[config.mk]
export PLATFORM = sky130hd
export DESIGN_NAME = sar_conv_ctrl
export DESIGN_NICKNAME = d
export VERILOG_FILES = /design/src/hw/sar_conv_pkg.sv /design/src/hw/sar_conv_ctrl.sv
export SDC_FILE = /design/constraint.sdc
export NUM_CORES = 1
export LEC_CHECK = 0
export BUFFER_PORTS_ARGS = -buffer_cell sky130_fd_sc_hd__clkbuf_2
export CAP_MARGIN = 30
export CORE_MARGIN = 10
export CORE_UTILIZATION = 45
export CTS_CLUSTER_DIAMETER = 30
export CTS_CLUSTER_SIZE = 30
export DETAILED_ROUTE_END_ITERATION = 8
export PLACE_DENSITY_LB_ADDON = 0.1
export SYNTH_ARGS = -nofsm -noshare
export SYNTH_HDL_FRONTEND = slang
export SYNTH_SLANG_ARGS = --single-unit
[constraint.sdc]
create_clock -name clk -period 7.7 [get_ports clk]
set_input_delay 1.54 -clock clk [delete_from_list [all_inputs] [get_ports clk]]
set_output_delay 1.54 -clock clk [all_outputs]
set_load 0.01 [all_outputs]
[src/hw/sar_conv_pkg.sv]
// Purpose: shared constants and types for the converter control block
// Assumes: 200 MHz system clock
// Notes:   conversion and acquisition times are plain defaults
package sar_conv_pkg;
  localparam int unsigned RES_W     = 16;
  localparam int unsigned FIFO_D    = 16;
  localparam int unsigned CLK_MHZ   = 200;
  // acquisition and conversion times in ns
  localparam int unsigned ACQ_NS    = 1000;
  localparam int unsigned CONV_NS   = 8000;
  // least times round up to whole cycles
  localparam int unsigned ACQ_CYC   = (ACQ_NS * CLK_MHZ + 999) / 1000;
  localparam int unsigned CONV_CYC  = (CONV_NS * CLK_MHZ + 999) / 1000;
  // internal shift clock half period in system cycles
  localparam int unsigned SCLK_HALF = 4;
  localparam int unsigned CNT_W     = 16;
  localparam int unsigned TGL_W     = 6;
  // toggles in one internal frame: 16 bits, two edges each
  localparam logic [5:0]  FRAME_TGL = 6'h20;
  localparam logic [4:0]  BITS_ALL  = 5'h10;
  // shared pin positions
  localparam int unsigned PIN_SDO   = 8;
  localparam int unsigned PIN_SCLK  = 9;
  localparam int unsigned PIN_SYNC  = 10;
  localparam int unsigned PIN_FLAG  = 11;
  localparam int unsigned PIN_IN_LO = 4;
  localparam int unsigned PIN_IN_HI = 7;
  // synchroniser lane positions
  localparam int unsigned SY_RST  = 0;
  localparam int unsigned SY_PD   = 1;
  localparam int unsigned SY_CNV  = 2;
  localparam int unsigned SY_CS   = 3;
  localparam int unsigned SY_RD   = 4;
  localparam int unsigned SY_PTS  = 5;
  localparam int unsigned SY_CSS  = 6;
  localparam int unsigned SY_INV  = 7;
  localparam int unsigned SY_POL  = 8;
  localparam int unsigned SY_RDC  = 9;
  localparam int unsigned SY_SCLK = 10;
  localparam int unsigned SY_N    = 11;
  typedef enum logic [1:0] {ST_ACQ, ST_ARM, ST_CONV, ST_DONE} conv_st_t;
endpackage

[src/hw/sar_conv_ctrl.sv]
// Purpose: conversion sequencing and parallel/serial result port
// Assumes: all pins asynchronous to clk; sample_code from the sar core
// Notes:   one shared result fifo feeds both pin sets
//
// Functional notes
// - parallel mode: shared pins carry bits 4-11
// - bits 12-15 are outputs in both modes
// - serial bit-9 pin is clock, direction by source
// - clock invert picks the data update edge
// - internal clock: frame sync during valid data
// - slave: unfinished read at completion pulses flag
// - busy high from start until result latched
// - drivers enabled only with select and read low
// - reset pin aborts conversion, returns to acquisition
// - power-down finishes conversion, blocks further starts
// - start high at acquisition end: wait falling edge
// - start low at acquisition end: convert at once
// - source select low: internal clock, else external
// - serial data leaves most significant bit first
// - external clock: update rising, invert swaps edges
// - read mode high shifts during next conversion
`timescale 1ns/1ps

// ------------------------------------------------------------
// result fifo
// ------------------------------------------------------------
module result_fifo #(
  parameter int unsigned W = 16,
  parameter int unsigned D = 16
) (
  input  wire logic         clk,
  input  wire logic         arst_n,
  input  wire logic         in_valid,
  output logic              in_ready,
  input  wire logic [W-1:0] in_data,
  output logic              out_valid,
  input  wire logic         out_ready,
  output logic      [W-1:0] out_data
);
  localparam int unsigned AW = $clog2(D);
  logic [W-1:0] mem [D];
  logic [AW:0]  wp_q, wp_d, rp_q, rp_d;
  logic         wr, rd;

  always_comb begin
    in_ready  = (wp_q - rp_q) != (AW+1)'(D);
    out_valid = wp_q != rp_q;
    out_data  = mem[rp_q[AW-1:0]];
    wr        = in_valid && in_ready;
    rd        = out_valid && out_ready;
    wp_d      = wr ? wp_q + 1'b1 : wp_q;
    rp_d      = rd ? rp_q + 1'b1 : rp_q;
  end

  always_ff @(posedge clk or negedge arst_n) begin
    if (!arst_n) begin
      wp_q <= '0;
      rp_q <= '0;
    end else begin
      wp_q <= wp_d;
      rp_q <= rp_d;
    end
  end

  // storage has no reset; empty pointers hide it
  always_ff @(posedge clk) begin
    if (wr) begin
      mem[wp_q[AW-1:0]] <= in_data;
    end
  end
endmodule // result_fifo

// ------------------------------------------------------------
// converter control top
// ------------------------------------------------------------
module sar_conv_ctrl #(
  parameter int unsigned RES_W  = sar_conv_pkg::RES_W,
  parameter int unsigned FIFO_D = sar_conv_pkg::FIFO_D
) (
  input  wire logic             clk,
  input  wire logic             arst_n,
  input  wire logic             reset_in,
  input  wire logic             power_down_in,
  input  wire logic             convert_start_n,
  input  wire logic             cs_n,
  input  wire logic             rd_n,
  input  wire logic             port_type_select,
  input  wire logic             clock_source_select,
  input  wire logic             shift_clock_invert,
  input  wire logic             frame_marker_polarity,
  input  wire logic             read_mode_or_chain_in,
  input  wire logic             sclk_in,
  input  wire logic [RES_W-1:0] sample_code,
  output logic                  busy,
  output logic      [RES_W-1:0] data_out,
  output logic      [RES_W-1:0] data_oe
);
  // ------------------------------------------------------------
  // pin synchronisers
  // ------------------------------------------------------------
  localparam int unsigned N = sar_conv_pkg::SY_N;
  logic [N-1:0] pin_raw, s1_q, s2_q;
  logic         cnv_p_q, sclk_p_q;
  // strobes rest high so reset shows no false start and no enabled port
  localparam logic [N-1:0] SY_IDLE = N'((1 << sar_conv_pkg::SY_CNV) | (1 << sar_conv_pkg::SY_CS) |
                                        (1 << sar_conv_pkg::SY_RD));

  assign pin_raw = {sclk_in, read_mode_or_chain_in, frame_marker_polarity,
                    shift_clock_invert, clock_source_select, port_type_select,
                    rd_n, cs_n, convert_start_n, power_down_in, reset_in};

  always_ff @(posedge clk or negedge arst_n) begin
    if (!arst_n) begin
      s1_q     <= SY_IDLE;
      s2_q     <= SY_IDLE;
      cnv_p_q  <= 1'b1;
      sclk_p_q <= 1'b0;
    end else begin
      s1_q     <= pin_raw;
      s2_q     <= s1_q;
      cnv_p_q  <= s2_q[sar_conv_pkg::SY_CNV];
      sclk_p_q <= s2_q[sar_conv_pkg::SY_SCLK];
    end
  end

  logic rst_pin, pd, cnv_n, ser, ext, inv, pol, rdc, sclk_s, en;
  assign rst_pin = s2_q[sar_conv_pkg::SY_RST];
  assign pd      = s2_q[sar_conv_pkg::SY_PD];
  assign cnv_n   = s2_q[sar_conv_pkg::SY_CNV];
  assign ser     = s2_q[sar_conv_pkg::SY_PTS];
  assign ext     = s2_q[sar_conv_pkg::SY_CSS];
  assign inv     = s2_q[sar_conv_pkg::SY_INV];
  assign pol     = s2_q[sar_conv_pkg::SY_POL];
  assign rdc     = s2_q[sar_conv_pkg::SY_RDC];
  assign sclk_s  = s2_q[sar_conv_pkg::SY_SCLK];
  // select and read are or'd: either high disables the port
  assign en      = !(s2_q[sar_conv_pkg::SY_CS] | s2_q[sar_conv_pkg::SY_RD]);

  // ------------------------------------------------------------
  // conversion sequencer
  // ------------------------------------------------------------
  sar_conv_pkg::conv_st_t st_q, st_d;
  logic [sar_conv_pkg::CNT_W-1:0] cnt_q, cnt_d;
  logic [RES_W-1:0] code_q, code_d;
  logic             push_rdy, conv_go;
  logic             pop_valid, pop_ready;
  logic [RES_W-1:0] pop_data;

  always_comb begin
    st_d    = st_q;
    cnt_d   = cnt_q;
    code_d  = code_q;
    conv_go = 1'b0;
    if (rst_pin) begin
      st_d  = sar_conv_pkg::ST_ACQ;
      cnt_d = '0;
    end else begin
      case (st_q)
        sar_conv_pkg::ST_ACQ: begin
          if (cnt_q < sar_conv_pkg::CNT_W'(sar_conv_pkg::ACQ_CYC - 1)) begin
            cnt_d = cnt_q + 1'b1;
          end else if (!pd) begin
            cnt_d = '0;
            if (!cnv_n) begin
              st_d    = sar_conv_pkg::ST_CONV;
              conv_go = 1'b1;
            end else begin
              st_d = sar_conv_pkg::ST_ARM;
            end
          end
        end
        sar_conv_pkg::ST_ARM: begin
          if (cnv_p_q && !cnv_n && !pd) begin
            st_d    = sar_conv_pkg::ST_CONV;
            conv_go = 1'b1;
          end
        end
        sar_conv_pkg::ST_CONV: begin
          // power-down does not cut a running conversion short
          if (cnt_q < sar_conv_pkg::CNT_W'(sar_conv_pkg::CONV_CYC - 1)) begin
            cnt_d = cnt_q + 1'b1;
          end else begin
            cnt_d  = '0;
            code_d = sample_code;
            st_d   = sar_conv_pkg::ST_DONE;
          end
        end
        sar_conv_pkg::ST_DONE: begin
          // a full fifo holds the sequencer here, busy stays high
          if (push_rdy) begin
            st_d = sar_conv_pkg::ST_ACQ;
          end
        end
        default: begin
          st_d  = sar_conv_pkg::ST_ACQ;
          cnt_d = '0;
        end
      endcase
    end
  end

  always_ff @(posedge clk or negedge arst_n) begin
    if (!arst_n) begin
      st_q   <= sar_conv_pkg::ST_ACQ;
      cnt_q  <= '0;
      code_q <= '0;
    end else begin
      st_q   <= st_d;
      cnt_q  <= cnt_d;
      code_q <= code_d;
    end
  end

  result_fifo #(.W(RES_W), .D(FIFO_D)) u_fifo (
    .clk       (clk),
    .arst_n    (arst_n),
    .in_valid  (st_q == sar_conv_pkg::ST_DONE && !rst_pin),
    .in_ready  (push_rdy),
    .in_data   (code_q),
    .out_valid (pop_valid),
    .out_ready (pop_ready),
    .out_data  (pop_data)
  );

  // ------------------------------------------------------------
  // result latch and serial engine
  // ------------------------------------------------------------
  logic [RES_W-1:0] res_q, res_d, sh_q, sh_d;
  logic             fresh_q, fresh_d, frame_q, frame_d, sclk_q, sclk_d;
  logic             flag_q, flag_d;
  logic [2:0]       div_q, div_d;
  logic [sar_conv_pkg::TGL_W-1:0] tgl_q, tgl_d;
  logic [4:0]       cap_q, cap_d;
  logic             pop, upd_e, cap_e, start;

  always_comb begin
    res_d   = res_q;
    sh_d    = sh_q;
    fresh_d = fresh_q;
    frame_d = frame_q;
    sclk_d  = sclk_q;
    div_d   = div_q;
    tgl_d   = tgl_q;
    cap_d   = cap_q;
    flag_d  = 1'b0;
    // no new result over a running internal frame
    pop_ready = !(frame_q && !ext);
    pop       = pop_valid && pop_ready;
    // update edge: rising unless inverted
    upd_e = ext && (inv ? (sclk_p_q && !sclk_s) : (!sclk_p_q && sclk_s));
    cap_e = ext && (inv ? (!sclk_p_q && sclk_s) : (sclk_p_q && !sclk_s));
    start = ser && !ext && !frame_q && en && fresh_q &&
            (rdc ? conv_go : 1'b1);
    if (pop) begin
      res_d   = pop_data;
      sh_d    = pop_data;
      fresh_d = 1'b1;
      if (ext && cap_q != '0 && cap_q != sar_conv_pkg::BITS_ALL) begin
        flag_d = 1'b1;
      end
      cap_d = '0;
    end
    if (!ext) begin
      // internal clock: idle level follows invert
      if (start) begin
        frame_d = 1'b1;
        fresh_d = 1'b0;
        sh_d    = res_d;
        tgl_d   = '0;
        div_d   = '0;
        sclk_d  = inv;
      end else if (frame_q) begin
        if (div_q == 3'(sar_conv_pkg::SCLK_HALF - 1)) begin
          div_d  = '0;
          sclk_d = !sclk_q;
          tgl_d  = tgl_q + 1'b1;
          // odd toggles update; the first one keeps the msb
          if (!tgl_q[0] && tgl_q != '0) begin
            sh_d = {sh_q[RES_W-2:0], 1'b0};
          end
          if (tgl_d == sar_conv_pkg::FRAME_TGL) begin
            frame_d = 1'b0;
          end
        end else begin
          div_d = div_q + 1'b1;
        end
      end else begin
        sclk_d = inv;
      end
    end else begin
      frame_d = 1'b0;
      if (en && !pop) begin
        if (cap_e && cap_q != sar_conv_pkg::BITS_ALL) begin
          cap_d = cap_q + 1'b1;
        end
        // chained device data follows our own bits
        if (upd_e && cap_q != '0) begin
          sh_d = {sh_q[RES_W-2:0], rdc};
        end
      end
    end
  end

  always_ff @(posedge clk or negedge arst_n) begin
    if (!arst_n) begin
      res_q   <= '0;
      sh_q    <= '0;
      fresh_q <= 1'b0;
      frame_q <= 1'b0;
      sclk_q  <= 1'b0;
      div_q   <= '0;
      tgl_q   <= '0;
      cap_q   <= '0;
      flag_q  <= 1'b0;
    end else begin
      res_q   <= res_d;
      sh_q    <= sh_d;
      fresh_q <= fresh_d;
      frame_q <= frame_d;
      sclk_q  <= sclk_d;
      div_q   <= div_d;
      tgl_q   <= tgl_d;
      cap_q   <= cap_d;
      flag_q  <= flag_d;
    end
  end

  // ------------------------------------------------------------
  // pin drivers
  // ------------------------------------------------------------
  logic             busy_d;
  logic [RES_W-1:0] dout_d, doe_d;

  always_comb begin
    // busy covers the fifo so it falls only when latched
    busy_d = st_q == sar_conv_pkg::ST_CONV || st_q == sar_conv_pkg::ST_DONE ||
             pop_valid;
    dout_d = res_q;
    doe_d  = {RES_W{en}};
    if (ser) begin
      dout_d[sar_conv_pkg::PIN_SDO]  = sh_q[RES_W-1];
      dout_d[sar_conv_pkg::PIN_SCLK] = sclk_q;
      dout_d[sar_conv_pkg::PIN_SYNC] = frame_q ^ pol;
      dout_d[sar_conv_pkg::PIN_FLAG] = flag_q;
      doe_d[sar_conv_pkg::PIN_IN_HI:sar_conv_pkg::PIN_IN_LO] = '0;
      doe_d[sar_conv_pkg::PIN_SCLK]  = en && !ext;
      doe_d[sar_conv_pkg::PIN_SYNC]  = en && !ext;
      doe_d[sar_conv_pkg::PIN_FLAG]  = en && ext;
    end
  end

  always_ff @(posedge clk or negedge arst_n) begin
    if (!arst_n) begin
      busy     <= 1'b0;
      data_out <= '0;
      data_oe  <= '0;
    end else begin
      busy     <= busy_d;
      data_out <= dout_d;
      data_oe  <= doe_d;
    end
  end
endmodule // sar_conv_ctrl

* Word-level counts from Yosys, hierarchy flattened
Memory sizes are Yosys's and may differ from the RTL's.
Cells that the tools add are included.
** Operators by class
- $add $sub $neg :: 7
- $mul :: 0
- Divide/modulo/power cells :: 0
- $lt $le $gt $ge :: 2
- Equal/unequal tests :: 15
- Shift operators :: 0
- Multiplexer cells :: 59
- Bitwise logic cells :: 5
- Reductions and logical operators :: 49
** Operator list (count)
- 16-bit 2-to-1 mux :: 13
- 16-bit case mux with 2 select lines :: 1
- 1-bit logical AND :: 23
- 1-bit 2-to-1 mux :: 23
- 5-bit 2-to-1 mux :: 4
- 6-bit 2-to-1 mux :: 3
- 16-bit by 1-bit adder with 16-bit output, second input constant :: 1
- 16-bit by 11-bit < comparator with 1-bit output, second input constant :: 1
- 16-bit by 8-bit < comparator with 1-bit output, second input constant :: 1
- 5-bit by 1-bit adder with 5-bit output, second input constant :: 3
- 3-bit inequality test, second input constant :: 5
- 2-bit 2-to-1 mux :: 7
- 1-bit zero test :: 12
- 3-bit 2-to-1 mux :: 4
- 5-bit inequality test, second input constant :: 2
- 4-bit 2-to-1 mux :: 2
- 2-bit case mux with 4 select lines :: 1
- 6-bit by 1-bit adder with 6-bit output, second input constant :: 1
- 6-bit == test, second input constant :: 1
- 2-bit AND reduction :: 3
- 3-bit AND reduction :: 2
- 6-bit nonzero test :: 1
- 5-bit inequality test :: 1
- 5-bit AND reduction :: 1
- other kinds (16) :: 21
** Word-level totals
- Register bits :: 148
- Latch bits :: 0
- Memory bits (writable) :: 256
- Bits in read-only memories :: 0
- Output and inout port bits :: 33
- Logic and storage cells :: 159
- Memories kept :: 1
** Memory list
- u_fifo.mem :: words 16, bits a word 16, rd ports 1, clocked after memory_dff 0, wr ports 1, line sar_conv_ctrl.sv:41 : logic [W-1:0] mem [D];

* Logic depth before layout (Yosys ltp)
Gate-level depths: netlist of the first run.
- Word-level depth :: 10
- Gate-level depth with buffers :: 12

* Hierarchy
From an unflattened synthesis of the first run, not the netlist that was laid out.
** Second synthesis, totals
- Cells, all modules :: 1003
- Area total of the unflattened synthesis :: 16713.5 um^2
** Modules (own cells, without submodules)
- result_fifo :: times used 1, cells each 465, area an instance 10570.1 um^2, seq. area each 7937.6 um^2
- sar_conv_ctrl :: times used 1, cells each 538, area an instance 6143.4 um^2, seq. area each 3236.9 um^2

* Worst setup path before layout of the first run
No wires, ideal clock.
- Path kind :: register to register
- From :: reg u_fifo.rp_q[2]
- To :: mem u_fifo.mem[1][0] (enable)
- Arrival :: 3.901 ns
- Required time :: 7.264 ns
- Path slack :: 3.363 ns
- Stages on the path, launching flop included :: 10
- Buffers on the path :: 3
- Clock period less this slack :: 4.337 ns
- Cell sequence :: dfrtp_1 -> clkbuf_1 -> buf_2 -> clkbuf_1 -> inv_1 -> ha_1 -> o211a_1 -> o211ai_1 -> nand2_1 -> nor4b_1
** Between the ends
- Cells in the longest elaborated chain, start to end :: 5
** Ends and longest elaborated chain
- start: declaration :: line sar_conv_ctrl.sv:42 : logic [AW:0] wp_q, wp_d, rp_q, rp_d;
- start signal: assignment :: line sar_conv_ctrl.sv:61 : rp_q <= rp_d;
- 5-bit subtractor :: line sar_conv_ctrl.sv:46 : in_ready = (wp_q - rp_q) != (AW+1)'(D);
- 5-bit inequality test :: line sar_conv_ctrl.sv:46
- 1-bit logical AND :: line sar_conv_ctrl.sv:49 : wr = in_valid && in_ready;
- 1-bit 2-to-1 mux :: line sar_conv_ctrl.sv:67 : if (wr) begin
- 1-bit 2-to-1 mux (implied by the code) :: line sar_conv_ctrl.sv:68 : mem[wp_q[AW-1:0]] <= in_data;
- end: declaration :: line sar_conv_ctrl.sv:41
No other way between the ends.

* Worst setup path in the final report of the first run
- From :: reg u_fifo.rp_q[0]
- To :: mem u_fifo.mem[5][6] (enable)
The elaborated chain is that of the path after synthesis.

==> metrics.csv, run 1 <==
metric;value;unit
pwr-share-comb;1.4;%
drt_iter0_markers;648;
portBuffers;61;
synthAdderAreaFrac;1.53;%
drive_gt1_share;24.9;%
yosysWarnings;0;
worstHoldStart;s1_q[5];
maxCapViolCount;0;
cp_data_arrival_time;3820;ps
maxSlewViolCount;0;
die_h;211;µm
post_cts_resized;0;
clk_pin_slew;50;ps
antenna_found_initial;1;
skew;17.3;ps
fmax;275;MHz
total_power;6.20;mW
die_w;211;µm
cp.required;7890;ps
post-cts-setup-buffers;0;
hold-path-cell-count;0;
synth.area.mux_share;9.88;%
syn_inst;1053;
synthSimpleGateAreaFrac;7.36;%
areaGrowthSynthToFinish;23.2;%
crit_family;simple AND/OR/NAND/NOR gates;
p_int;4.97;mW
clockBufferDepth;3;
synth_compound_area_share;9.28;%
start_util;45.8;%
cpPeakStageDelay;850;ps
syn-num-nets;1102;
reg2reg_slack;4070;ps
grt_usage;17.3;%
synth_top_area_share;47.0;%
rsz0062_at_grt;false;
synth_edf_count;256;
synth-seq-cells;395;
via_per_inst;5.62;
cts_tree;yes;
worstSetupPathType;register to register;
grt_pass1_vias;9829;
final_cell_mix;256 x edfxtp_1, 130 x dfrtp_1, 88 x clkbuf_16;
worst_pin_slew;933;ps
final_area;0.0202;mm²
ctsHoldBuffers;0;
timing.final.crit_share;47.2;%
ys_seq_area_share;68.3;%
r2r_start;u_fifo.rp_q[0];
nets;1196;
layoutNonFillerInstCount;1674;
pwr-share-clk;60.9;%
avgSynthCellArea;15.5;µm²
p_switching;1.22;mW
holdPathEnd;s2_q[5];
critPathCaptureType;register;
fp-row-count;69;
fin_crit;3630;ps
hold_viol_final;0;
cp_max_fo;50;
cts_sinks;395;
drt_wl_total;38200;µm
setup_violations;0;
cts_buffers;81;
switching_share;19.7;%
setup_tns;0;ps
grt_max_degree;76;
r2r-end;u_fifo.mem[5][6];
drc;0;
synth_async_sr_flop_share;35.2;%
vias;9404;
post-place-cells;1523;
clk_latency;580;ps
reg2reg_depth;7;
layout_commonest_cell;edfxtp_1;
cts-root-buf;clkbuf_16;
ys_top_cells_by_area;edfxtp_1 47%, dfrtp_1 20%, mux4_2 4.4%;
grt.overflow.total;0;
cp_cell_sequence;buf_4 -> ha_1 -> nor2b_1 -> o211a_1 -> o211ai_1 -> and2_1 -> and4b_1;
yosysUniqueCellTypes;71;
cp_num_buf_inv;1;
synth_ff_type;edfxtp_1;
leakagePower;7.69;nW
drt_first_pass_iters;5;
peakVddDrop;203;µV
hold_class;register to register;
dp_hpwl;23700;µm
synth_xor_area_share;1.18;%
core_area;0.0357;mm²
die-area;0.0444;mm²
synth_top_cell_by_area;edfxtp_1;
p_per_area;307;mW/mm²
status;finished, final reports clean;
ioPinCount;62;
cts_max_level;3;
routedWlPerCell;22.8;µm
dpl_cell_area;0.0171;mm²
syn_area;0.0164;mm²
routabilityCongestion;0.809;
synth_top_family_by_area;multiplexers;
hold_slack;344;ps
p_seq_share;37.7;%
startpoint_type;register;
critPathSlowestCell;and4b_1;
slew_headroom;37.8;%
grt_pass1_wl;58400;µm
antenna_left;0;
## layer usage
layer	track usage, %	wire length, µm	vias up
met5	0	0	-
met4	6.77	1050	0
met3	3.92	1650	77
met2	28.0	18600	193
met1	22.4	16900	4797
li1	-	-	4337
## flip-flops by register name (all words and copies together), names as in the netlist, 3 cells and up
name,count
tgl_q,6
cnt_q,16
div_q,3
u_fifo.rp_q,5
res_q,16
data_oe,4
u_fifo.wp_q,5
cap_q,5
sh_q,16
code_q,16
u_fifo.mem,256
s1_q,11
data_out,16
s2_q,11
## synth_stat cells, drive strengths merged (3+ instances only)
cell type,number
and2,7
nor2b,10
a2111oi,5
a221o,10
xnor2,14
o21ai,33
o211a,13
or3,7
nand4,22
a32oi,4
nor4b,4
nor4,4
and4,4
nand2,25
o31a,10
mux2i,66
nand2b,5
mux4,32
o22a,28
a31oi,4
o211ai,6
o21a,16
nand3,15
and4b,10
and3,23
a21oi,23
xor2,8
nor3,5
edfxtp,256
a211oi,3
mux2,21
nor2,48
or2,5
inv,25
or3b,3
o2111a,3
ha,20
dfrtp,132
clkbuf,40
dfstp,7
buf,28
a22oi,17
o31ai,9
## how the worst max path moves through the flow
stage                        start          endpoint  slack, ps  cells after the start
floorplan           u_fifo.rp_q[2]  u_fifo.mem[1][0]       3360                      9
global placement    u_fifo.rp_q[0]  u_fifo.mem[5][3]       4080                      7
detailed placement  u_fifo.rp_q[0]  u_fifo.mem[5][7]       4030                      7
CTS                 u_fifo.rp_q[0]  u_fifo.mem[5][6]       4010                      7
global route        u_fifo.rp_q[0]  u_fifo.mem[5][6]       3790                      7
finish              u_fifo.rp_q[0]  u_fifo.mem[5][6]       4070                      7
## power groups by stage
stage	logic, mW	registers, mW	clock network [mW]
after CTS	0.0851	2.34	3.84
after global placement	0.0826	2.37	0
final	0.0839	2.34	3.78
after global routing	0.0968	2.34	3.94
after detailed placement	0.0846	2.37	0
after floorplan	0.0474	2.35	0
## layout make-up
cell class / instances / area [µm²]
timing repair buffer: 79 / 490
sequential: 395 / 11200
antenna: 2 / 5.00
multi-input combinational: 565 / 4830
clock buffer: 93 / 2230
inverter: 25 / 93.8
tap: 461 / 577
fill: 2845 / 15600
clock inverter: 54 / 768
## kinds of logic after synthesis
group	count (synthesis)
AO/OA/AOI/OAI	197
adder cells (fa/ha/maj)	20
multiplexers	119
XOR/XNOR	22
flip-flops	395
buffers and inverters	93
AND/OR/NAND/NOR	207
## stage by stage
| stage | setup WS (ps) | utilization [%] |
|---|---|---|
| final | 4070 | 56.4 |
| after global routing | 3790 | 56.4 |
| after CTS | 4010 | 56.3 |
| after detailed placement | 4030 | 47.9 |
| after global placement | 4080 | 47.8 |
| after floorplan | 3360 | - |
Power figures use the tool's default switching activity.
==> run 2: changes to the inputs <==
Clock period 7.7 ns to 3.31 ns, I/O delays scaled along.
==> run 2 against run 1 <==
Compared with the run above:
- global-route usage rose by 0.25 points
- sequential cell count unchanged
- final cell count increased by 0.90%
- via count up 1.9%
- count of clock-buffer cells in the layout rose by 8
- sequential power rose by 130%
- worst hold slack got worse by 270 ps
- clock skew rose by 5.1 ps
- clock power up 130%
- final area rose by 0.99%
==> metrics.csv, run 2 (same netlist as run 1, synthesis figures left out) <==
metric;value;unit;change
cts_sinks;395;;unchanged
timing.final.crit_share;93.6;%;+46 points
clk_latency;580;ps;about the same
cts-root-buf;clkbuf_16;;
final_cell_mix;256 x edfxtp_1, 130 x dfrtp_1, 93 x clkbuf_16;;
cp.required;3510;ps;-4380 ps
portBuffers;61;;unchanged
vias;9582;;+1.9%
cp_data_arrival_time;3290;ps;-530 ps
grt_max_degree;98;;+29%
dpl_cell_area;0.0173;mm²;+1.0%
setup_tns;0;ps;unchanged
ioPinCount;62;;unchanged
critPathSlowestCell;and4b_1;;
post-place-cells;1534;;+0.72%
total_power;14.5;mW;+130%
start_util;45.8;%;unchanged
antenna_left;0;;unchanged
largest_reg_flops;256;;unchanged
clockBufferDepth;3;;unchanged
areaGrowthSynthToFinish;24.4;%;
worst_pin_slew;972;ps;+39.2 ps
die-area;0.0444;mm²;unchanged
setup_violations;0;;unchanged
maxCapViolCount;0;;unchanged
grt.overflow.total;0;;unchanged
cts_max_level;3;;unchanged
final_area;0.0204;mm²;+0.99%
fmax;323;MHz;+17%
fin_crit;3100;ps;-536 ps
dp_hpwl;23800;µm;+0.52%
layoutNonFillerInstCount;1689;;+0.90%
drt_first_pass_iters;5;;unchanged
status;finished, final reports clean;;
drt_wl_total;38600;µm;+0.88%
cts_tree;yes;;
cp_max_fo;16;;-68%
cpPeakStageDelay;820;ps;-30 ps
die_w;211;µm;unchanged
routabilityCongestion;0.792;;-2.1%
hold_slack;73.0;ps;-271 ps
maxSlewViolCount;0;;unchanged
worstSetupPathType;register to register;;
antenna_found_initial;2;;+1
hold_viol_final;0;;unchanged
die_h;211;µm;unchanged
p_per_area;712;mW/mm²;+130%
via_per_inst;5.67;;+0.99%
routedWlPerCell;22.8;µm;about the same
cp_cell_sequence;ha_1 -> nor2b_1 -> o211a_1 -> o211ai_1 -> and2_1 -> and4b_1;;
grt_usage;17.6;%;+0.25 points
layout_commonest_cell;edfxtp_1;;
cp_num_buf_inv;0;;-1
drc;0;;unchanged
cts_buffers;84;;+3.7%
peakVddDrop;717;µV;+250%
nets;1208;;+1.0%
startpoint_type;register;;
skew;22.4;ps;+5.10 ps
hold_class;input port to asynchronous set/reset pin;;
grt_pass1_vias;9801;;-0.28%
cp_num_cells;6;;-1
leakagePower;7.77;nW;+1.1%
slew_headroom;35.2;%;-2.6 points
drt_iter0_markers;696;;+7.4%
grt_pass1_wl;59600;µm;+2.1%
critPathCaptureType;register;;
core_area;0.0357;mm²;unchanged
antennaDiodeCount;0;;-2
clk_pin_slew;50;ps;about the same
rsz0062_at_grt;false;;
drive_gt1_share;26.3;%;+1.4 points
fp-row-count;69;;unchanged
ctsHoldBuffers;0;;unchanged
crit_family;simple AND/OR/NAND/NOR gates;;
reg2reg_depth;6;;-1
## run 2: changes by cell type in the layout (fill, tap and decap cells not counted), sizes merged
cell / before / now
buf: 19 / 28
clkbuf: 153 / 161
bufinv: 17 / 13
inv: 33 / 36
diode: 2 / 0
clkinv: 21 / 22
## run 2: final timing paths
kind,from,to,slack (ps)
worst min register to register,s1_q[9],s2_q[9],350
worst max register to register,u_fifo.wp_q[1],u_fifo.mem[5][6],210
max in group asynchronous,arst_n,s2_q[2],2330
worst max-delay path,u_fifo.wp_q[1],u_fifo.mem[5][6],210
min in group clk,cs_n,s1_q[3],170
worst min-delay path,arst_n,data_out[2],70
## run 2: worst reg2reg max path, delay by kind of cell, from the launching register on
family | cells | cell delay (ps)
AOI/OAI and AO/OA | 2 | 510
adders and majority gates | 1 | 330
DFF | 1 | 420
and+or+nand+nor | 3 | 1450
## run 2: final cells by class
type	instances	area, µm²
fill	2831	15400
clock buffer	101	2390
sequential	395	11200
tap	461	577
clock inverter	54	689
timing repair buffer	88	574
inverter	25	93.8
multi-input combinational	565	4870
## run 2: per-stage QoR
stage          utilization, %  worst slack, ps
6_report                 57.0              212
3_3_place_gp             48.2              247
5_1_grt                  57.0            0.811
2_1_floorplan               -             -284
3_5_place_dp             48.4              202
4_1_cts                  57.0              195
## run 2: metal layers
metal | up-vias | track usage, % | wire length (µm)
li1 | 4362 | - | -
met1 | 4891 | 23.9 | 17300
met2 | 265 | 27.3 | 18400
met3 | 64 | 3.46 | 1830
met4 | 0 | 7.09 | 932
met5 | - | 0 | 0
## run 2: repair_timing
| action | 4_1_cts | 5_1_grt |
|---|---|---|
| buffers inserted | 0 | 0 |
| endpoints found under the setup margin | 0 | 47 |
| gates resized for setup | 0 | 3 |
## run 2: report_power, final
group          switching (mW)  internal, mW
Combinational           0.116        0.0770
Clock                    2.70          6.17
Sequential              0.103          5.33
==> run 3: changes to the inputs <==
Settings changed: MAX_ROUTING_LAYER set to met4, SLEW_MARGIN set to 0.
==> run 3 against run 2 <==
Compared with the run above:
- worst setup slack lost 20 ps
- final area is the same
- global-route usage grew 0.53 points
- core utilization is the same
- sequential cell count is the same
- register-to-register slack lost 20 ps
- fmax shrank 0.64%
- largest power group unchanged
- die area is the same
- highest routed layer unchanged
- sequential power is essentially flat
- critical endpoint is now u_fifo.mem[5][3]
==> metrics.csv, run 3 (same netlist as run 1, synthesis figures left out) <==
metric;value;unit;change
status;finished, final reports clean;;
grt_usage;18.1;%;+0.53 points
areaGrowthSynthToFinish;24.4;%;unchanged
cp.required;3500;ps;about the same
ioPinCount;62;;unchanged
worst_pin_slew;953;ps;-18.5 ps
maxCapViolCount;0;;unchanged
drt_first_pass_iters;6;;+1
cts_sinks;395;;unchanged
peakVddDrop;717;µV;-0.10%
final_cell_mix;256 x edfxtp_1, 130 x dfrtp_1, 93 x clkbuf_16;;
reg2reg_slack;190;ps;-20 ps
fin_util;57.0;%;unchanged
cts_tree;yes;;
fmax;321;MHz;-0.64%
dpl_cell_area;0.0173;mm²;unchanged
nets;1208;;unchanged
rsz0062_at_grt;false;;
antenna_found_initial;2;;unchanged
vias;9546;;-0.38%
dr_wl_met2;18400;µm;-0.30%
cp_max_fo;16;;unchanged
grt_max_degree;98;;unchanged
hold_slack;71.9;ps;-1.16 ps
grt.overflow.total;0;;unchanged
clk_pin_slew;50;ps;about the same
clockBufferDepth;3;;unchanged
cp_data_arrival_time;3310;ps;+20 ps
met3WireLength;1910;µm;+4.3%
drive_gt1_share;26.3;%;unchanged
layout_commonest_cell;edfxtp_1;;
clk_latency;580;ps;about the same
skew;22.4;ps;+0.0495 ps
timing.final.crit_share;94.2;%;+0.60 points
post-place-cells;1534;;unchanged
drt_iter0_markers;691;;-0.72%
core_area;0.0357;mm²;unchanged
worstSetupPathType;register to register;;
met1_length;17300;µm;about the same
critPathCaptureType;register;;
hold_class;input port to asynchronous set/reset pin;;
via_per_inst;5.65;;-0.38%
antenna_left;0;;unchanged
setup_violations;0;;unchanged
fp-row-count;69;;unchanged
start_util;45.8;%;unchanged
grt_pass1_wl;59600;µm;about the same
portBuffers;61;;unchanged
slew_headroom;36.4;%;+1.2 points
cts-root-buf;clkbuf_16;;
die_h;211;µm;unchanged
hold_viol_final;0;;unchanged
p_per_area;712;mW/mm²;about the same
drt_wl_total;38600;µm;about the same
fin_crit;3120;ps;+19.8 ps
layoutNonFillerInstCount;1689;;unchanged
routed.top_layer;met4;;
r2r-end;u_fifo.mem[5][3];;
final_area;0.0204;mm²;unchanged
routabilityCongestion;0.803;;+1.4%
die-area;0.0444;mm²;unchanged
maxSlewViolCount;0;;unchanged
antennaDiodeCount;0;;unchanged
r2r_start;u_fifo.wp_q[1];;
reg2reg_depth;6;;unchanged
routedWlPerCell;22.8;µm;about the same
cts_max_level;3;;unchanged
grt_pass1_vias;9780;;-0.21%
largest_reg_flops;256;;unchanged
dp_hpwl;23800;µm;unchanged
cts_buffers;84;;unchanged
drc;0;;unchanged
leakagePower;7.77;nW;unchanged
startpoint_type;register;;
die_w;211;µm;unchanged
run 3: cell counts in the layout (fill, tap and decap cells not counted):
No cell type changed its count.
run 3: metrics by stage:
stage | worst slack, ps | TNS [ps] | power, mW
2_1_floorplan | -284 | -13620 | 5.58
3_3_place_gp | 247 | 0 | 5.72
3_5_place_dp | 202 | 0 | 5.72
4_1_cts | 195 | 0 | 14.7
5_1_grt | 2.80 | 0 | 15.0
6_report | 192 | 0 | 14.5
run 3: area by class of cell:
cell class | count | area, µm²
fillers | 2831 | 15400
flip-flops and latches | 395 | 11200
multi-input cells | 565 | 4870
clock buffers | 101 | 2390
clock inverters | 54 | 689
well taps | 461 | 577
repair buffers | 88 | 574
inverters | 25 | 93.8
run 3: what timing repair did:
action,4_1_cts,5_1_grt
endpoints found under the setup margin,0,41
buffers inserted,0,0
resized for setup,0,3
hold buffers,0,0
run 3: report_power, final:
group	total (mW)	internal, mW	switching [mW]	leakage, nW
sequential	5.43	5.33	0.104	4.12
combinational	0.192	0.0770	0.115	2.17
clock	8.88	6.17	2.70	1.48
total	14.5	11.6	2.92	7.77
run 3: per-layer routing:
layer / global-route usage (%) / vias up
li1: - / 4368
met1: 23.9 / 4857
met2: 27.4 / 257
met3: 3.40 / 64
met4: 6.99 / 0
met5: - / -
run 3: worst max-delay path by stage:
stage	start	to	slack, ps	cells after the start
after global placement	u_fifo.wp_q[1]	u_fifo.mem[0][2]	250	7
after detailed placement	u_fifo.wp_q[1]	u_fifo.mem[8][4]	200	6
after CTS	u_fifo.wp_q[1]	u_fifo.mem[8][1]	200	6
after floorplan	u_fifo.rp_q[2]	u_fifo.mem[0][0]	-280	9
after global routing	u_fifo.wp_q[1]	u_fifo.mem[5][3]	3	6
final	u_fifo.wp_q[1]	u_fifo.mem[5][3]	190	6
run 3: critical path, stage by stage, from the launching register on:
cell and delay [ps]:
dfrtp_1 420, ha_1 320, nor2b_1 150, o211a_1 210, o211ai_1 310, and2_1 490
and4b_1 830
